===== config.mk =====
export PLATFORM = sky130hd
export DESIGN_NAME = wdg_host_flat
export DESIGN_NICKNAME = d
export VERILOG_FILES = /design/src/wdg_pkg.sv /design/src/wdg_link_if.sv /design/src/wdg_host.sv /design/src/flat_wrapper.sv
export SDC_FILE = /design/constraint.sdc
export NUM_CORES = 1
export LEC_CHECK = 0
export BUFFER_PORTS_ARGS = -buffer_cell sky130_fd_sc_hd__buf_4
export CAP_MARGIN = 20
export CORE_ASPECT_RATIO = 1.1
export CORE_UTILIZATION = 50
export CTS_BUF_LIST = sky130_fd_sc_hd__clkbuf_16
export DETAILED_ROUTE_END_ITERATION = 7
export GPL_TIMING_DRIVEN = 0
export PLACE_DENSITY_LB_ADDON = 0.1
export SLEW_MARGIN = 20
export SYNTH_ARGS = -nofsm -noshare
export SYNTH_HDL_FRONTEND = slang
export SYNTH_SLANG_ARGS = --single-unit

===== constraint.sdc =====
create_clock -name i_ref_clk -period 2.8 [get_ports i_ref_clk]
set_input_delay 0.14 -clock i_ref_clk [delete_from_list [all_inputs] [get_ports i_ref_clk]]
set_output_delay 0.14 -clock i_ref_clk [all_outputs]
set_load 0.1 [all_outputs]

===== src/wdg_pkg.sv =====
// Package: register map, flag positions and timing for the host link watchdog
package wdg_pkg;
    // Register numbers of the device (16-bit Modbus holding registers)
    localparam logic [15:0] SYS_STATUS_REG = 16'h03E7;
    localparam logic [15:0] HOST_CMD_REG = 16'h07CF;
    // Flag positions
    localparam int WDG_ACTIVE_BIT = 0;
    localparam int WDG_DISABLE_BIT = 1;
    localparam int SW_RESET_BIT = 2;
    localparam int WDG_EXPIRED_BIT = 3;
    localparam int HOST_RTU_BIT = 4;
    // Timeout defaults in microseconds, converted at 250 MHz
    localparam int CLK_MHZ = 250;
    localparam int FB_TIMEOUT_US = 100;
    localparam int SSIO_TIMEOUT_US = 200;
    localparam int FB_TIMEOUT_CYC = FB_TIMEOUT_US * CLK_MHZ;
    localparam int SSIO_TIMEOUT_CYC = SSIO_TIMEOUT_US * CLK_MHZ;
    localparam int CNT_W = 32;
    // Controller Wishbone register offsets (byte addresses)
    localparam logic [3:0] CTRL_OFS = 4'h0;
    localparam logic [3:0] STAT_OFS = 4'h4;
    localparam logic [3:0] IRQ_STAT_OFS = 4'h8;
    localparam logic [3:0] IRQ_MASK_OFS = 4'hC;
    // Controller control bits
    localparam int CTL_ENABLE = 0;
    localparam int CTL_DISABLE = 1;
    localparam int CTL_RESET = 2;
    localparam int CTL_POLL = 3;
    localparam int CTL_AUTO = 4;
    // Interrupt events
    localparam int IRQ_EXPIRED = 0;
    localparam int IRQ_DONE = 1;
endpackage : wdg_pkg


===== src/wdg_link_if.sv =====
// Interface: register request link between host master and device
`timescale 1ns/100ps
`default_nettype none
interface wdg_link_if;
    logic req;         // One-cycle valid request pulse
    logic we;          // Write request
    logic [15:0] addr; // Register number
    logic [15:0] wdata;
    logic ack;         // One-cycle answer pulse
    logic [15:0] rdata;
    modport host (output req, we, addr, wdata, input ack, rdata);
    modport dev (input req, we, addr, wdata, output ack, rdata);
endinterface : wdg_link_if
`default_nettype wire


===== src/wdg_host.sv =====
// Host end: Wishbone-controlled master that drives the watchdog link
`timescale 1ns/100ps
`default_nettype none
module wdg_host import wdg_pkg::*; #(
    parameter int POLL_CYC = FB_TIMEOUT_CYC / 4 // Keep-alive spacing
) (
    input wire logic i_ref_clk,        // 250 MHz clock
    input wire logic i_rst,            // Async reset
    input wire logic i_wb_cyc,         // Wishbone cycle
    input wire logic i_wb_stb,         // Wishbone strobe
    input wire logic i_wb_we,          // Wishbone write
    input wire logic [3:0] i_wb_adr,   // Byte address
    input wire logic [3:0] i_wb_sel,   // Byte lanes
    input wire logic [31:0] i_wb_dat,  // Write data
    output logic [31:0] o_wb_dat,      // Read data
    output logic o_wb_ack,             // Acknowledge
    output logic o_irq,                // Level interrupt
    wdg_link_if.host link              // Link to device
);
    typedef enum {ST_IDLE, ST_WAIT} hst_t;
    hst_t st_q, st_d;
    logic [15:0] stat_q, stat_d;
    logic [4:0] ctl_q, ctl_d;
    logic [1:0] ist_q, ist_d, imsk_q, imsk_d;
    logic [31:0] rd_q, rd_d, tmr_q, tmr_d;
    logic ack_q, ack_d, irq_q, irq_d, req_q, req_d, we_q, we_d;
    logic [15:0] adr_q, adr_d, wd_q, wd_d;
    logic wb_go, wr_lo;

    assign wb_go = i_wb_cyc && i_wb_stb && !ack_q;
    assign wr_lo = wb_go && i_wb_we && i_wb_sel[0];

    // ****************************************************
    // Bus slave, link sequencer and interrupts
    // ****************************************************
    always_comb begin
        st_d = st_q;
        ctl_d = ctl_q;
        stat_d = stat_q;
        ist_d = ist_q;
        imsk_d = imsk_q;
        rd_d = rd_q;
        ack_d = wb_go; // One wait state answer
        req_d = 1'b0;
        we_d = we_q;
        adr_d = adr_q;
        wd_d = wd_q;
        tmr_d = (tmr_q == 32'h0) ? 32'h0 : tmr_q - 32'h1;
        if (wb_go && !i_wb_we) begin
            case (i_wb_adr)
                CTRL_OFS: rd_d = {27'h0, ctl_q};
                STAT_OFS: rd_d = {16'h0, stat_q};
                IRQ_STAT_OFS: rd_d = {30'h0, ist_q};
                IRQ_MASK_OFS: rd_d = {30'h0, imsk_q};
                default: rd_d = 32'h0;
            endcase
        end
        if (wr_lo && i_wb_adr == CTRL_OFS) begin
            ctl_d = i_wb_dat[4:0];
        end
        if (wr_lo && i_wb_adr == IRQ_MASK_OFS) begin
            imsk_d = i_wb_dat[1:0];
        end
        if (wr_lo && i_wb_adr == IRQ_STAT_OFS) begin
            ist_d = ist_q & ~i_wb_dat[1:0];
        end
        case (st_q)
            ST_IDLE: begin
                if (ctl_q[CTL_ENABLE] || ctl_q[CTL_DISABLE]
                        || ctl_q[CTL_RESET]) begin
                    req_d = 1'b1;
                    we_d = 1'b1;
                    adr_d = HOST_CMD_REG;
                    wd_d = 16'h0000;
                    wd_d[WDG_ACTIVE_BIT] = ctl_q[CTL_ENABLE];
                    wd_d[WDG_DISABLE_BIT] = ctl_q[CTL_DISABLE];
                    wd_d[SW_RESET_BIT] = ctl_q[CTL_RESET];
                    ctl_d[2:0] = 3'h0;
                    st_d = ST_WAIT;
                end else if (ctl_q[CTL_POLL]
                        || (ctl_q[CTL_AUTO] && tmr_q == 32'h0)) begin
                    // Periodic read keeps the timer alive
                    req_d = 1'b1;
                    we_d = 1'b0;
                    adr_d = SYS_STATUS_REG;
                    ctl_d[CTL_POLL] = 1'b0;
                    tmr_d = 32'(POLL_CYC);
                    st_d = ST_WAIT;
                end
            end
            ST_WAIT: begin
                if (link.ack) begin
                    if (!we_q) begin
                        stat_d = link.rdata;
                        if (link.rdata[WDG_EXPIRED_BIT]) begin
                            ist_d[IRQ_EXPIRED] = 1'b1;
                        end
                    end
                    ist_d[IRQ_DONE] = 1'b1; // Set wins over clear
                    st_d = ST_IDLE;
                end
            end
            default: st_d = ST_IDLE;
        endcase
        irq_d = |(ist_d & imsk_d);
    end

    always_ff @(posedge i_ref_clk or posedge i_rst) begin
        if (i_rst) begin
            st_q <= ST_IDLE;
            ctl_q <= 5'h00;
            stat_q <= 16'h0000;
            ist_q <= 2'h0;
            imsk_q <= 2'h0;
            rd_q <= 32'h0;
            tmr_q <= 32'h0;
            ack_q <= 1'b0;
            irq_q <= 1'b0;
            req_q <= 1'b0;
            we_q <= 1'b0;
            adr_q <= 16'h0000;
            wd_q <= 16'h0000;
        end else begin
            st_q <= st_d;
            ctl_q <= ctl_d;
            stat_q <= stat_d;
            ist_q <= ist_d;
            imsk_q <= imsk_d;
            rd_q <= rd_d;
            tmr_q <= tmr_d;
            ack_q <= ack_d;
            irq_q <= irq_d;
            req_q <= req_d;
            we_q <= we_d;
            adr_q <= adr_d;
            wd_q <= wd_d;
        end
    end

    assign o_wb_dat = rd_q;
    assign o_wb_ack = ack_q;
    assign o_irq = irq_q;
    assign link.req = req_q;
    assign link.we = we_q;
    assign link.addr = adr_q;
    assign link.wdata = wd_q;
endmodule : wdg_host
`default_nettype wire


===== src/flat_wrapper.sv =====
// flat-port wrapper written by rule: the top's interface ports become plain ports
module wdg_host_flat import wdg_pkg::*;
#(
    parameter int POLL_CYC = FB_TIMEOUT_CYC / 4                      
)
  (i_ref_clk, i_rst, i_wb_cyc, i_wb_stb, i_wb_we, i_wb_adr, i_wb_sel, i_wb_dat, o_wb_dat, o_wb_ack, o_irq, link_req, link_we, link_addr, link_wdata, link_ack, link_rdata);
  wdg_link_if link_i ();
  input wire logic i_ref_clk;
  input wire logic i_rst;
  input wire logic i_wb_cyc;
  input wire logic i_wb_stb;
  input wire logic i_wb_we;
  input wire logic [3:0] i_wb_adr;
  input wire logic [3:0] i_wb_sel;
  input wire logic [31:0] i_wb_dat;
  output logic [31:0] o_wb_dat;
  output logic o_wb_ack;
  output logic o_irq;
  output wire logic [$bits(link_i.req)-1:0] link_req;
  output wire logic [$bits(link_i.we)-1:0] link_we;
  output wire logic [$bits(link_i.addr)-1:0] link_addr;
  output wire logic [$bits(link_i.wdata)-1:0] link_wdata;
  input wire logic [$bits(link_i.ack)-1:0] link_ack;
  input wire logic [$bits(link_i.rdata)-1:0] link_rdata;
  assign link_req = link_i.req;
  assign link_we = link_i.we;
  assign link_addr = link_i.addr;
  assign link_wdata = link_i.wdata;
  assign link_i.ack = link_ack;
  assign link_i.rdata = link_rdata;
  wdg_host #(.POLL_CYC(POLL_CYC)) u_core (.i_ref_clk(i_ref_clk), .i_rst(i_rst), .i_wb_cyc(i_wb_cyc), .i_wb_stb(i_wb_stb), .i_wb_we(i_wb_we), .i_wb_adr(i_wb_adr), .i_wb_sel(i_wb_sel), .i_wb_dat(i_wb_dat), .o_wb_dat(o_wb_dat), .o_wb_ack(o_wb_ack), .o_irq(o_irq), .link(link_i));
endmodule

# Word-level counts from Yosys, hierarchy flattened
# Cells that the tools add are included.
# Widths: inputs -> output; s select.
[totals]
ff_bits = 144
input_bits = 62
output_inout_bits = 68
[op_classes]
n_addsub = 1
eq_ne = 6
n_mux = 27
bitwise_logic = 4
reduce_logical = 23
[ops]
columns = ["op", "count"]
rows = [
  ["$mux 32", 7],
  ["$logic_not 32->1", 2],
  ["$pmux 16 s4", 1],
  ["$pmux 32 s2", 1],
  ["$eq 32x1->1 const B", 1],
  ["$mux 16", 2],
  ["$sub 32x1->32 const B", 1],
  ["$logic_and 1x1->1", 9],
  ["$mux 1", 9],
  ["$eq 4x4->1 const B", 2],
  ["$mux 2", 4],
  ["$mux 4", 2],
  ["$reduce_and 2->1", 3],
  ["$and 2x2->2", 2],
  ["$eq 4x3->1 const B", 1],
  ["$logic_not 4->1", 1],
  ["$logic_or 1x1->1", 3],
  ["$mux 3", 1],
  ["$ne 3x1->1 const B", 1],
  ["$reduce_and 3->1", 1],
  ["$logic_not 1->1", 2],
  ["$ne 2x2->1 const B", 1],
  ["$not 2->2", 1],
  ["$reduce_bool 2->1", 1],
  ["2 further kinds", 2],
]

# Depth between registers and ports, before layout
# Gate-level depths: netlist of the first run.
[logic_depth]
ltp_word = 12
mapped_depth = 9

# Worst setup path after synthesis of the first run
# OpenSTA, ideal clock, no wires.
[synth_timing]
path_kind = "register to register"
from = "reg u_core.tmr_q[0]"
to = "reg u_core.tmr_q[29]"
setup_ps = 130
arrival_time_ps = 2469
required_time_ps = 2670
path_slack_ps = 201
stages_incl_launch_ff = 10
period_less_slack_ps = 2599
cell_sequence = "dfrtp_1 inv_1 ha_1 or4b_1 or4_4 nor4_4 nand2b_1 buf_4 buf_6 a21oi_1"
[synth_between]
elab_chain_len = 6
[synth_lines]
columns = ["item", "line", "source"]
rows = [
  ["start: declaration", "wdg_host.sv:25", "logic [31:0] rd_q, rd_d, tmr_q, tmr_d;"],
  ["start signal: assignment", "wdg_host.sv:130", "tmr_q <= tmr_d;"],
  ["branches (longest 5 deep; another with $sub 32x1->32)", "--", ""],
  ["$mux 32 *", "wdg_host.sv:67", "case (st_q)"],
  ["via u_core.tmr_d[29]", "wdg_host.sv:25", ""],
]
# Mark *: on every way through the listed nets, which the timed path passes.
# A chain may end at the register's enable or synchronous reset.

# Worst setup path in the final report of the first run
[layout_timing]
from = "reg u_core.tmr_q[0]"
to = "reg u_core.tmr_q[6]"
# Same word-level chain as after synthesis.

==> results of run 1 <==
==> critical path, delay by kind of cell (launching register included) <==
kind                     cells  cell delay, ns
AO/OA/AOI/OAI                2            0.50
adder cells (fa/ha/maj)      1            0.22
AND/OR/NAND/NOR              3            1.38
flip-flops                   1            0.40
buffers and inverters        1            0.06
==> synth_stat cells, types with 2 or more instances <==
cell      instances  area, sq um
dfrtp_1          83         2080
buf_4            44          330
nor2_1           35          131
mux2_2           19          214
nand2_1          15         56.3
a22o_1           14          123
xnor2_1          13          114
nor3_1           12         60.1
a21oi_1          10         50.1
inv_1            10         37.5
xor2_1           10         87.6
o21ai_0           9         45.0
nor4_1            8         50.1
clkbuf_1          7         26.3
mux2i_1           7         70.1
or3_1             7         43.8
o22ai_1           6         37.5
o31ai_1           6         45.0
nand3_1           5         25.0
or4_1             5         37.5
nand4_1           4         25.0
or2_2             4         25.0
nand2b_1          3         18.8
nand3b_1          3         22.5
a21boi_0          2         15.0
buf_6             2         22.5
mux4_2            2         45.0
nand4b_1          2         17.5
nor4_2            2         25.0
or4_4             2         22.5
==> repair_timing <==
action,in CTS,in global routing
hold endpoints to repair,27,0
hold buffers,1,0
setup buffers,1,0
resized for setup,1,2
pin swaps,1,0
endpoints found under the setup margin,21,10
==> logic make-up after synthesis <==
family                   Yosys count
AND/OR/NAND/NOR                  114
adder cells (fa/ha/maj)            1
other                              1
flip-flops                        83
multiplexers                      28
XOR/XNOR                          23
AO/OA/AOI/OAI                     50
buffers and inverters             63
==> per-layer routing <==
layer / routed length, um / up-vias
met1: 3480 / 1430
li1: - / 1430
met5: 0 / -
met3: 370 / 11
met4: 134 / 0
met2: 4180 / 59
==> registers in the layout (all words and copies together) (netlist names) <==
signal and cells:
u_core.tmr_q 32, u_core.o_wb_dat 16, u_core.stat_q 16, u_core.ctl_q 5, u_core.link.addr 3, u_core.link.wdata 3
u_core.imsk_q 2, u_core.ist_q 2, u_core.link.req 1, u_core.o_irq 1, u_core.o_wb_ack 1, u_core.st_q 1
==> worst min-delay path by stage <==
stage	start	end	slack, ns
CTS	link_rdata[2]	u_core.stat_q[2]	0.02
global route	link_rdata[12]	u_core.stat_q[12]	0.02
detailed placement	i_rst	u_core.o_wb_dat[4]	0.16
global placement	link_rdata[1]	u_core.stat_q[1]	0.37
finish	link_rdata[5]	u_core.stat_q[5]	0.02
floorplan	i_wb_dat[1]	u_core.imsk_q[1]	0.28
==> layout make-up <==
class	count	area, sq um
clock inverter	7	58.8
clock buffer	9	225
inverter	10	40.0
fill	642	2500
buffer	53	379
tap	105	131
timing repair buffer	66	518
multi-input combinational	251	1670
sequential	83	2080
==> cell usage in the layout, fill, tap and decap left out, types with 3 or more instances in the layout <==
| cell | netlist | final |
|---|---|---|
| xnor2_1 | 13 | 13 |
| nor4_4 | 1 | 3 |
| nand4_1 | 4 | 4 |
| inv_1 | 10 | 9 |
| xor2_1 | 10 | 10 |
| conb_1 | 1 | 35 |
| a21oi_1 | 10 | 10 |
| nor2_1 | 35 | 35 |
| o21ai_0 | 9 | 9 |
| or2_2 | 4 | 4 |
| clkbuf_1 | 7 | 7 |
| nor3_1 | 12 | 12 |
| mux2i_1 | 7 | 7 |
| nand3b_1 | 3 | 3 |
| clkbuf_16 | 0 | 9 |
| dfrtp_1 | 83 | 83 |
| o22ai_1 | 6 | 6 |
| o31ai_1 | 6 | 6 |
| or3_1 | 7 | 7 |
| nand3_1 | 5 | 5 |
| nand2b_1 | 3 | 3 |
| buf_4 | 44 | 108 |
| nand2_1 | 15 | 15 |
| or4_1 | 5 | 5 |
| nor4_1 | 8 | 7 |
| a22o_1 | 14 | 14 |
| mux2_2 | 19 | 19 |
==> power breakdown <==
part,switching [mW],internal [mW]
logic,1.61,0.729
registers,0.342,1.59
clock network,0.504,0.614
total,2.45,2.93
==> stage by stage <==
stage / util [%] / power, mW / worst slack [ns]
floorplan: - / 3.81 / 0.201
global route: 67.1 / 5.69 / 0.00531
CTS: 66.8 / 5.40 / 0.0631
detailed placement: 62.8 / 4.27 / -0.144
global placement: 62.4 / 4.21 / -0.487
finish: 67.1 / 5.39 / 0.148
==> qor.txt, run 1 <==
Fin area: 5100 sq um
Slew HR: 40.4%
Ys Warns: 0
Slack of the worst reg-to-reg path: 0.15 ns
Synth Area in XOR/XNOR: 5.03%
Grt met1 use: 26.1%
CTS max path bufs: 2
CTS tree: done
Worst path cell trace: inv_1 > ha_1 > or4b_1 > or4_4 > nor4_4 > a31oi_2 > o22ai_1
Die X: 87.3 um
Largest stage delay on the critical path: 0.51 ns
WHS: 0.0236 ns
Average size of a mapped cell: 11.0 sq um
Remaining global-route overflow: 0
Rows: 33
Vias in the first global route: 2,987
P_leak: 2.44 nW
Final worst clock skew: 0.00724 ns
Largest net degree at the start of global routing: 57
Max Fclk: 377 MHz
Vias: 2,930
Maximum VDD drop: 0.000642 V
Post-Synth Adder-Cell Area: 0.312%
Mapped cell area: 4010 sq um
CTS clk-pin slew, worst paths: 0.07 ns
CP Class: reg2reg
Setup TNS: 0 ns
I/O pin cnt: 130
Pwr dens: 1060 nW/um^2
Die Y: 95.9 um
Register area share after synthesis: 51.8%
Crit path capture: u_core.tmr_q[6]
Post-synthesis compound-gate area fraction: 8.43%
Starting Density: 52.7%
Overall Global Routing Usage: 21.6%
CP endpoint kind: register
DRC Markers: 0
Final Hold Viols: 0
Pre-Repair DR Iteration Count: 4
Top Usage Layer GRT: met2
Simple-Gate Fraction of Synth Area: 15.7%
CTS sink count: 83
Largest family of logic cells by synthesized area: simple AND/OR/NAND/NOR gates
RePlAce Congestion: 0.758
GR met2 Demand/Resource: 36.7%
Final Cycle Share: 94.7%
Cts bufs inserted: 9
CP required: 3.05 ns
Area Overhead vs Synth: 27.3%
Final setup fails: 0
Ant. Diodes: 0
Routed Antenna Nets: 0
RSZ-0062 raised after global routing: no
Post-synthesis async set-or-reset flop share: 100%
Post-Route WL: 8160 um
Dpl cell area: 4770 sq um
Worst skew pair latency: 0.34 ns
Status: complete, no violations
Crit-path slowest cell: or4b_1
Hold Path Class: in2reg
Syn Inst Count: 363
Initial DRC count: 140
Worst r2r src: u_core.tmr_q[0]
Core box area: 7600 sq um
Setup crit start: u_core.tmr_q[0]
Yosys cell types: 42
Initial antenna violation count: 0
Die ar.: 8370 sq um
R2R depth: 7
Slew @ Worst Pin: 0.887 ns
# port buffers: 63
# nets final: 537
Crit path max fanout: 8
Post-synth EDFFs: 0
DR vias/cell: 5.02
Share of cells above drive strength 1: 33.8%
Crit start category: register
Hold path cells: 2
H-tree levels: 3
Global-route wire length before repair: 13,800 um
Routed len/inst: 14.0 um
Yosys reg bits: 83
Reg-to-reg critical path endpoint: u_core.tmr_q[6]
WP data arrival: 2.90 ns
M3 GR Usage: 5.75%
Minimum clock period: 2.65 ns
Mux contribution to synthesized area: 8.21%
Final HPWL from detailed placement: 5840 um
Top FF cell, synth: dfrtp_1
Max Cap Violations: 0
Root Driver: clkbuf_16
Placed Instances: 566
Final Slew Violations: 0
Fin cells: 584
(Power assumes the default switching activity.)
==> inputs of run 2 (changes only) <==
MAX_ROUTING_LAYER = met4   (was default)
==> run 2 against run 1 <==
  * Register-to-register slack about the same
  * Worst setup slack worse by 0.0085 ns
  * Worst hold slack is essentially flat
  * Fmax down 0.32%
  * Largest cell class unchanged
  * Via count increased by 0.99%
  * Non-clock buffer count unchanged
  * Clock skew fell by 0.00056 ns
  * Die area is the same
  * Clock power about the same
  * Power barely moved
  * Clock-buffer cell count stayed put
==> qor.txt, run 2 (same netlist as run 1, synthesis figures left out) <==
Status: complete, no violations (unchanged)
Pwr dens: 1060 nW/um^2 (about the same)
Final Hold Viols: 0 (unchanged)
Slew HR: 40.8% (was 40.4%)
Starting Density: 52.7% (unchanged)
Worst skew pair latency: 0.34 ns (about the same)
Routed Antenna Nets: 0 (unchanged)
Clock power frac: 20.8% (about the same)
Max FFs per register: 32 (unchanged)
Switching share of power: 45.6% (was 45.5%)
# port buffers: 63 (unchanged)
Initial DRC count: 137 (was 140)
Crit path max fanout: 8 (unchanged)
Share of cells above drive strength 1: 33.8% (unchanged)
Fin worst setup slack: 0.139 ns (was 0.148 ns)
Minimum clock period: 2.66 ns (was 2.65 ns)
Biggest register: u_core.tmr_q (unchanged)
Pre-Repair DR Iteration Count: 4 (unchanged)
CTS clk-pin slew, worst paths: 0.07 ns (about the same)
# nets final: 537 (unchanged)
Initial antenna violation count: 0 (unchanged)
RSZ-0062 raised after global routing: no (unchanged)
Final Slew Violations: 0 (unchanged)
Overall Global Routing Usage: 22.2% (was 21.6%)
Global-route wire length before repair: 13,800 um (about the same)
Slew @ Worst Pin: 0.881 ns (was 0.887 ns)
RePlAce Congestion: 0.767 (was 0.758)
Multi-input logic area: 1670 sq um (unchanged)
Die X: 87.3 um (unchanged)
Sequential share of power: 35.8% (was 35.9%)
Max Fclk: 376 MHz (was 377 MHz)
Internal: 2.93 mW (about the same)
Filler instances: 642 (unchanged)
Final Cycle Share: 95.0% (was 94.7%)
CP Class: reg2reg (unchanged)
Remaining global-route overflow: 0 (unchanged)
Die Y: 95.9 um (unchanged)
Place WS: -0.144 ns (unchanged)
Commonest non-fill, non-tap cell in the layout: buf_4 (unchanged)
Vias: 2,959 (was 2,930)
WHS: 0.0233 ns (was 0.0236 ns)
Max Cap Violations: 0 (unchanged)
H-tree levels: 3 (unchanged)
Register area: 2080 sq um (unchanged)
CP endpoint kind: register (unchanged)
Maximum VDD drop: 0.000642 V (about the same)
Cts bufs inserted: 9 (unchanged)
CTS max path bufs: 2 (unchanged)
P_leak: 2.44 nW (unchanged)
Area Overhead vs Synth: 27.3% (unchanged)
CP required: 3.05 ns (about the same)
Final setup fails: 0 (unchanged)
Die ar.: 8370 sq um (unchanged)
CTS sink count: 83 (unchanged)
Comb pwr share: 43.3% (was 43.4%)
Final HPWL from detailed placement: 5840 um (unchanged)
Rows: 33 (unchanged)
CTS tree: done (unchanged)
I/O pin cnt: 130 (unchanged)
Largest net degree at the start of global routing: 57 (unchanged)
Root Driver: clkbuf_16 (unchanged)
Leading cell types in the layout, fill and taps excluded: buf_4 (108), dfrtp_1 (83), nor2_1 (35), conb_1 (35), mux2_2 (19) (unchanged)
Ant. Diodes: 0 (unchanged)
Switching Power: 2.46 mW (was 2.45 mW)
WP data arrival: 2.91 ns (was 2.90 ns)
Vias in the first global route: 2,978 (was 2,987)
Hold Path Class: in2reg (unchanged)
Post-Route WL: 8150 um (was 8160 um)
Crit start category: register (unchanged)
Core box area: 7600 sq um (unchanged)
Final worst clock skew: 0.00667 ns (was 0.00724 ns)
DRC Markers: 0 (unchanged)
Routed len/inst: 14.0 um (about the same)
DR vias/cell: 5.07 (was 5.02)
run 2: metal layers:
layer	track usage (%)	part of all wire, %
met1	26.6	43
met4	10.2	1.8
met5	-	0
met3	4.20	3.9
met2	36.6	51
run 2: cell type report:
class                           count  area share (%)
Clock buffer                        9            4.42
Timing Repair Buffer               66            10.2
Inverter                           10           0.785
Buffer                             53            7.43
Sequential cell                    83            40.7
Tap cell                          105            2.58
Clock inverter                      7            1.15
Multi-Input combinational cell    251            32.8
run 2: worst paths after layout:
path	from	to	slack, ns	cells past startpoint
max	u_core.tmr_q[0]	u_core.tmr_q[6]	0.14	7
max in group asynchronous	i_rst	u_core.tmr_q[3]	1.85	4
min in group asynchronous	i_rst	u_core.stat_q[15]	0.35	3
min reg2reg	u_core.tmr_q[0]	u_core.tmr_q[0]	0.47	1
min	link_rdata[5]	u_core.stat_q[5]	0.02	2
max reg2reg	u_core.tmr_q[0]	u_core.tmr_q[6]	0.14	7
run 2: what timing repair did:
action,CTS,global route
pin swaps,1,0
gates resized for setup,1,2
endpoints found under the hold margin,27,0
setup endpoints to repair,21,10
hold buffers,1,0
buffers inserted,1,0
run 2: metrics by stage:
step / power, mW / cells / TNS (ns) / area (sq um) / util [%]
final: 5.39 / 584 / 0 / 5100 / 67.1
after global routing: 5.68 / 584 / 0 / 5100 / 67.1
after CTS: 5.40 / 584 / 0 / 5080 / 66.8
after detailed placement: 4.27 / 566 / -2.68 / 4770 / 62.8
after global placement: 4.21 / 565 / -42.20 / 4740 / 62.4
after floorplan: 3.81 / 397 / 0 / 4130 / -
run 2: worst max-delay path, cell delays in order, from the launching register on:
cell and delay (ns):
dfrtp_1 0.40, inv_1 0.06, ha_1 0.22, or4b_1 0.51
or4_4 0.50, nor4_4 0.38, a31oi_2 0.26, o22ai_1 0.25
run 2: power groups by stage:
stage,sequential (mW),clock [mW],combinational [mW]
floorplan,2.27,0,1.54
global placement,1.92,0,2.29
detailed placement,1.95,0,2.32
CTS,1.93,1.14,2.33
global route,1.99,1.20,2.50
finish,1.93,1.12,2.34
==> inputs of run 3 (changes only) <==
CORE_MARGIN = 2   (was default)
==> run 3 against run 2 <==
  * Flip-flop and latch count did not move
  * Die area rose by 4.4%
  * Register-to-register slack improved by 0.02 ns
  * Design area about the same
  * Clock skew rose by 0.0047 ns
==> qor.txt, run 3 (same netlist as run 1, synthesis figures left out) <==
I/O pin cnt: 130 (unchanged)
Place WS: -0.136 ns (was -0.144 ns)
CP Class: reg2reg (unchanged)
DR vias/cell: 5.01 (was 5.07)
Core box area: 7830 sq um (was 7600 sq um)
Internal: 2.93 mW (about the same)
Post-Route WL: 8240 um (was 8150 um)
Rows: 34 (was 33)
Fin worst setup slack: 0.164 ns (was 0.139 ns)
Root Driver: clkbuf_16 (unchanged)
Max FFs per register: 32 (unchanged)
Slew @ Worst Pin: 0.854 ns (was 0.881 ns)
Hold Path Class: in2reg (unchanged)
Global-route wire length before repair: 13,700 um (was 13,800 um)
Final Hold Viols: 0 (unchanged)
Die Y: 97.9 um (was 95.9 um)
Maximum VDD drop: 0.000514 V (was 0.000642 V)
# nets final: 537 (unchanged)
Final HPWL from detailed placement: 5810 um (was 5840 um)
Minimum clock period: 2.64 ns (was 2.66 ns)
CTS max path bufs: 2 (unchanged)
Max Fclk: 379 MHz (was 376 MHz)
Clock power frac: 20.9% (was 20.8%)
CP required: 3.05 ns (about the same)
Largest stage delay on the critical path: 0.51 ns (about the same)
Initial antenna violation count: 0 (unchanged)
RSZ-0062 raised after global routing: no (unchanged)
Worst skew pair latency: 0.35 ns (was 0.34 ns)
# port buffers: 63 (unchanged)
Initial DRC count: 97 (was 137)
Die ar.: 8750 sq um (was 8370 sq um)
Remaining global-route overflow: 0 (unchanged)
Worst path cell trace: inv_1 > ha_1 > or4b_1 > or4_4 > nor4_4 > a31oi_2 > o22ai_1 (unchanged)
Max Cap Violations: 0 (unchanged)
Final setup fails: 0 (unchanged)
P_leak: 2.43 nW (was 2.44 nW)
Largest net degree at the start of global routing: 48 (was 57)
Starting Density: 51.2% (was 52.7%)
DRC Markers: 0 (unchanged)
Pre-Repair DR Iteration Count: 4 (unchanged)
Slew HR: 42.6% (was 40.8%)
Biggest register: u_core.tmr_q (unchanged)
Commonest non-fill, non-tap cell in the layout: buf_4 (unchanged)
Routed Antenna Nets: 0 (unchanged)
Comb pwr share: 43.4% (was 43.3%)
CTS sink count: 83 (unchanged)
Routed len/inst: 14.0 um (about the same)
Switching Power: 2.47 mW (was 2.46 mW)
Vias in the first global route: 2,876 (was 2,978)
Final worst clock skew: 0.0113 ns (was 0.00667 ns)
Final Cycle Share: 94.2% (was 95.0%)
RePlAce Congestion: 0.847 (was 0.767)
Switching share of power: 45.7% (was 45.6%)
Sequential share of power: 35.7% (was 35.8%)
Crit start category: register (unchanged)
CP endpoint kind: register (unchanged)
Pwr dens: 1060 nW/um^2 (about the same)
Area Overhead vs Synth: 27.2% (was 27.3%)
CTS clk-pin slew, worst paths: 0.07 ns (about the same)
Total chip power: 5.40 mW (was 5.39 mW)
H-tree levels: 3 (unchanged)
Cts bufs inserted: 9 (unchanged)
Share of cells above drive strength 1: 33.8% (unchanged)
Die X: 89.3 um (was 87.3 um)
WP data arrival: 2.89 ns (was 2.91 ns)
Leading cell types in the layout, fill and taps excluded: buf_4 (108), dfrtp_1 (83), nor2_1 (35), conb_1 (35), mux2_2 (19) (unchanged)
Crit path max fanout: 8 (unchanged)
Status: complete, no violations (unchanged)
Ant. Diodes: 0 (unchanged)
Util after Layout: 65.1% (was 67.1%)
Vias: 2,939 (was 2,959)
Final Slew Violations: 0 (unchanged)
Crit-path slowest cell: or4b_1 (unchanged)
CTS tree: done (unchanged)
Overall Global Routing Usage: 20.8% (was 22.2%)
## run 3: cell types whose count changed in the layout (fill, tap and decap cells not counted), sizes merged
| cell | before | now |
|---|---|---|
| clkinvlp | 1 | 3 |
| clkinv | 3 | 1 |
## run 3: area by class of cell
type | count | area, sq um
fill | 658 | 2730
sequential | 83 | 2080
multi-input combinational | 251 | 1670
timing repair buffer | 66 | 510
buffer | 53 | 379
clock buffer | 9 | 225
tap | 108 | 135
clock inverter | 7 | 57.6
inverter | 10 | 40.0
## run 3: power groups by stage
| stage | combinational [mW] | sequential (mW) | clock [mW] |
|---|---|---|---|
| finish | 2.34 | 1.93 | 1.13 |
| global route | 2.48 | 1.98 | 1.20 |
| CTS | 2.34 | 1.92 | 1.14 |
| detailed placement | 2.33 | 1.94 | 0 |
| global placement | 2.29 | 1.92 | 0 |
| floorplan | 1.54 | 2.27 | 0 |
## run 3: per-stage QoR
stage | std cells | instance area [sq um] | TNS (ns) | hold slack, ns
floorplan | 397 | 4130 | 0 | 0.282
detailed placement | 569 | 4770 | -2.52 | 0.258
global route | 587 | 5090 | 0 | 0.0247
finish | 587 | 5090 | 0 | 0.0217
global placement | 568 | 4740 | -39.53 | 0.373
CTS | 587 | 5080 | 0 | 0.0197
## run 3: worst paths after layout
check / depth (start not counted) / endpoint / slack [ns] / from
setup / recovery: 7 / u_core.tmr_q[3] / 0.16 / u_core.tmr_q[0]
hold reg to reg: 1 / u_core.o_wb_dat[7] / 0.48 / u_core.stat_q[7]
max in group asynchronous: 4 / u_core.ctl_q[2] / 1.75 / i_rst
min in group asynchronous: 3 / u_core.o_wb_dat[9] / 0.45 / i_rst
setup reg to reg: 7 / u_core.tmr_q[3] / 0.16 / u_core.tmr_q[0]
hold / removal: 2 / u_core.stat_q[10] / 0.02 / link_rdata[10]
## run 3: critical path: cells and delay by family, from the launching register on
kind	cells	cell delay [ns]
flops	1	0.41
fa+ha+maj	1	0.21
compound gates	2	0.49
simple gates	3	1.37
buf+inv	1	0.07
## run 3: per-layer routing
| layer | share of wire, % | global-route usage (%) | vias up |
|---|---|---|---|
| met5 | 0 | - | - |
| met3 | 4.8 | 4.14 | 15 |
| li1 | - | - | 1432 |
| met4 | 1.8 | 8.04 | 0 |
| met1 | 44 | 28.1 | 1426 |
| met2 | 50 | 31.1 | 66 |
## run 3: what timing repair did
item                                   in CTS  in global routing
endpoints found under the hold margin      46                  0
resized for setup                           1                  2
buffers inserted                            1                  0
pin swaps                                   1                  0
hold buffers                                1                  0
setup endpoints to repair                  22                  5
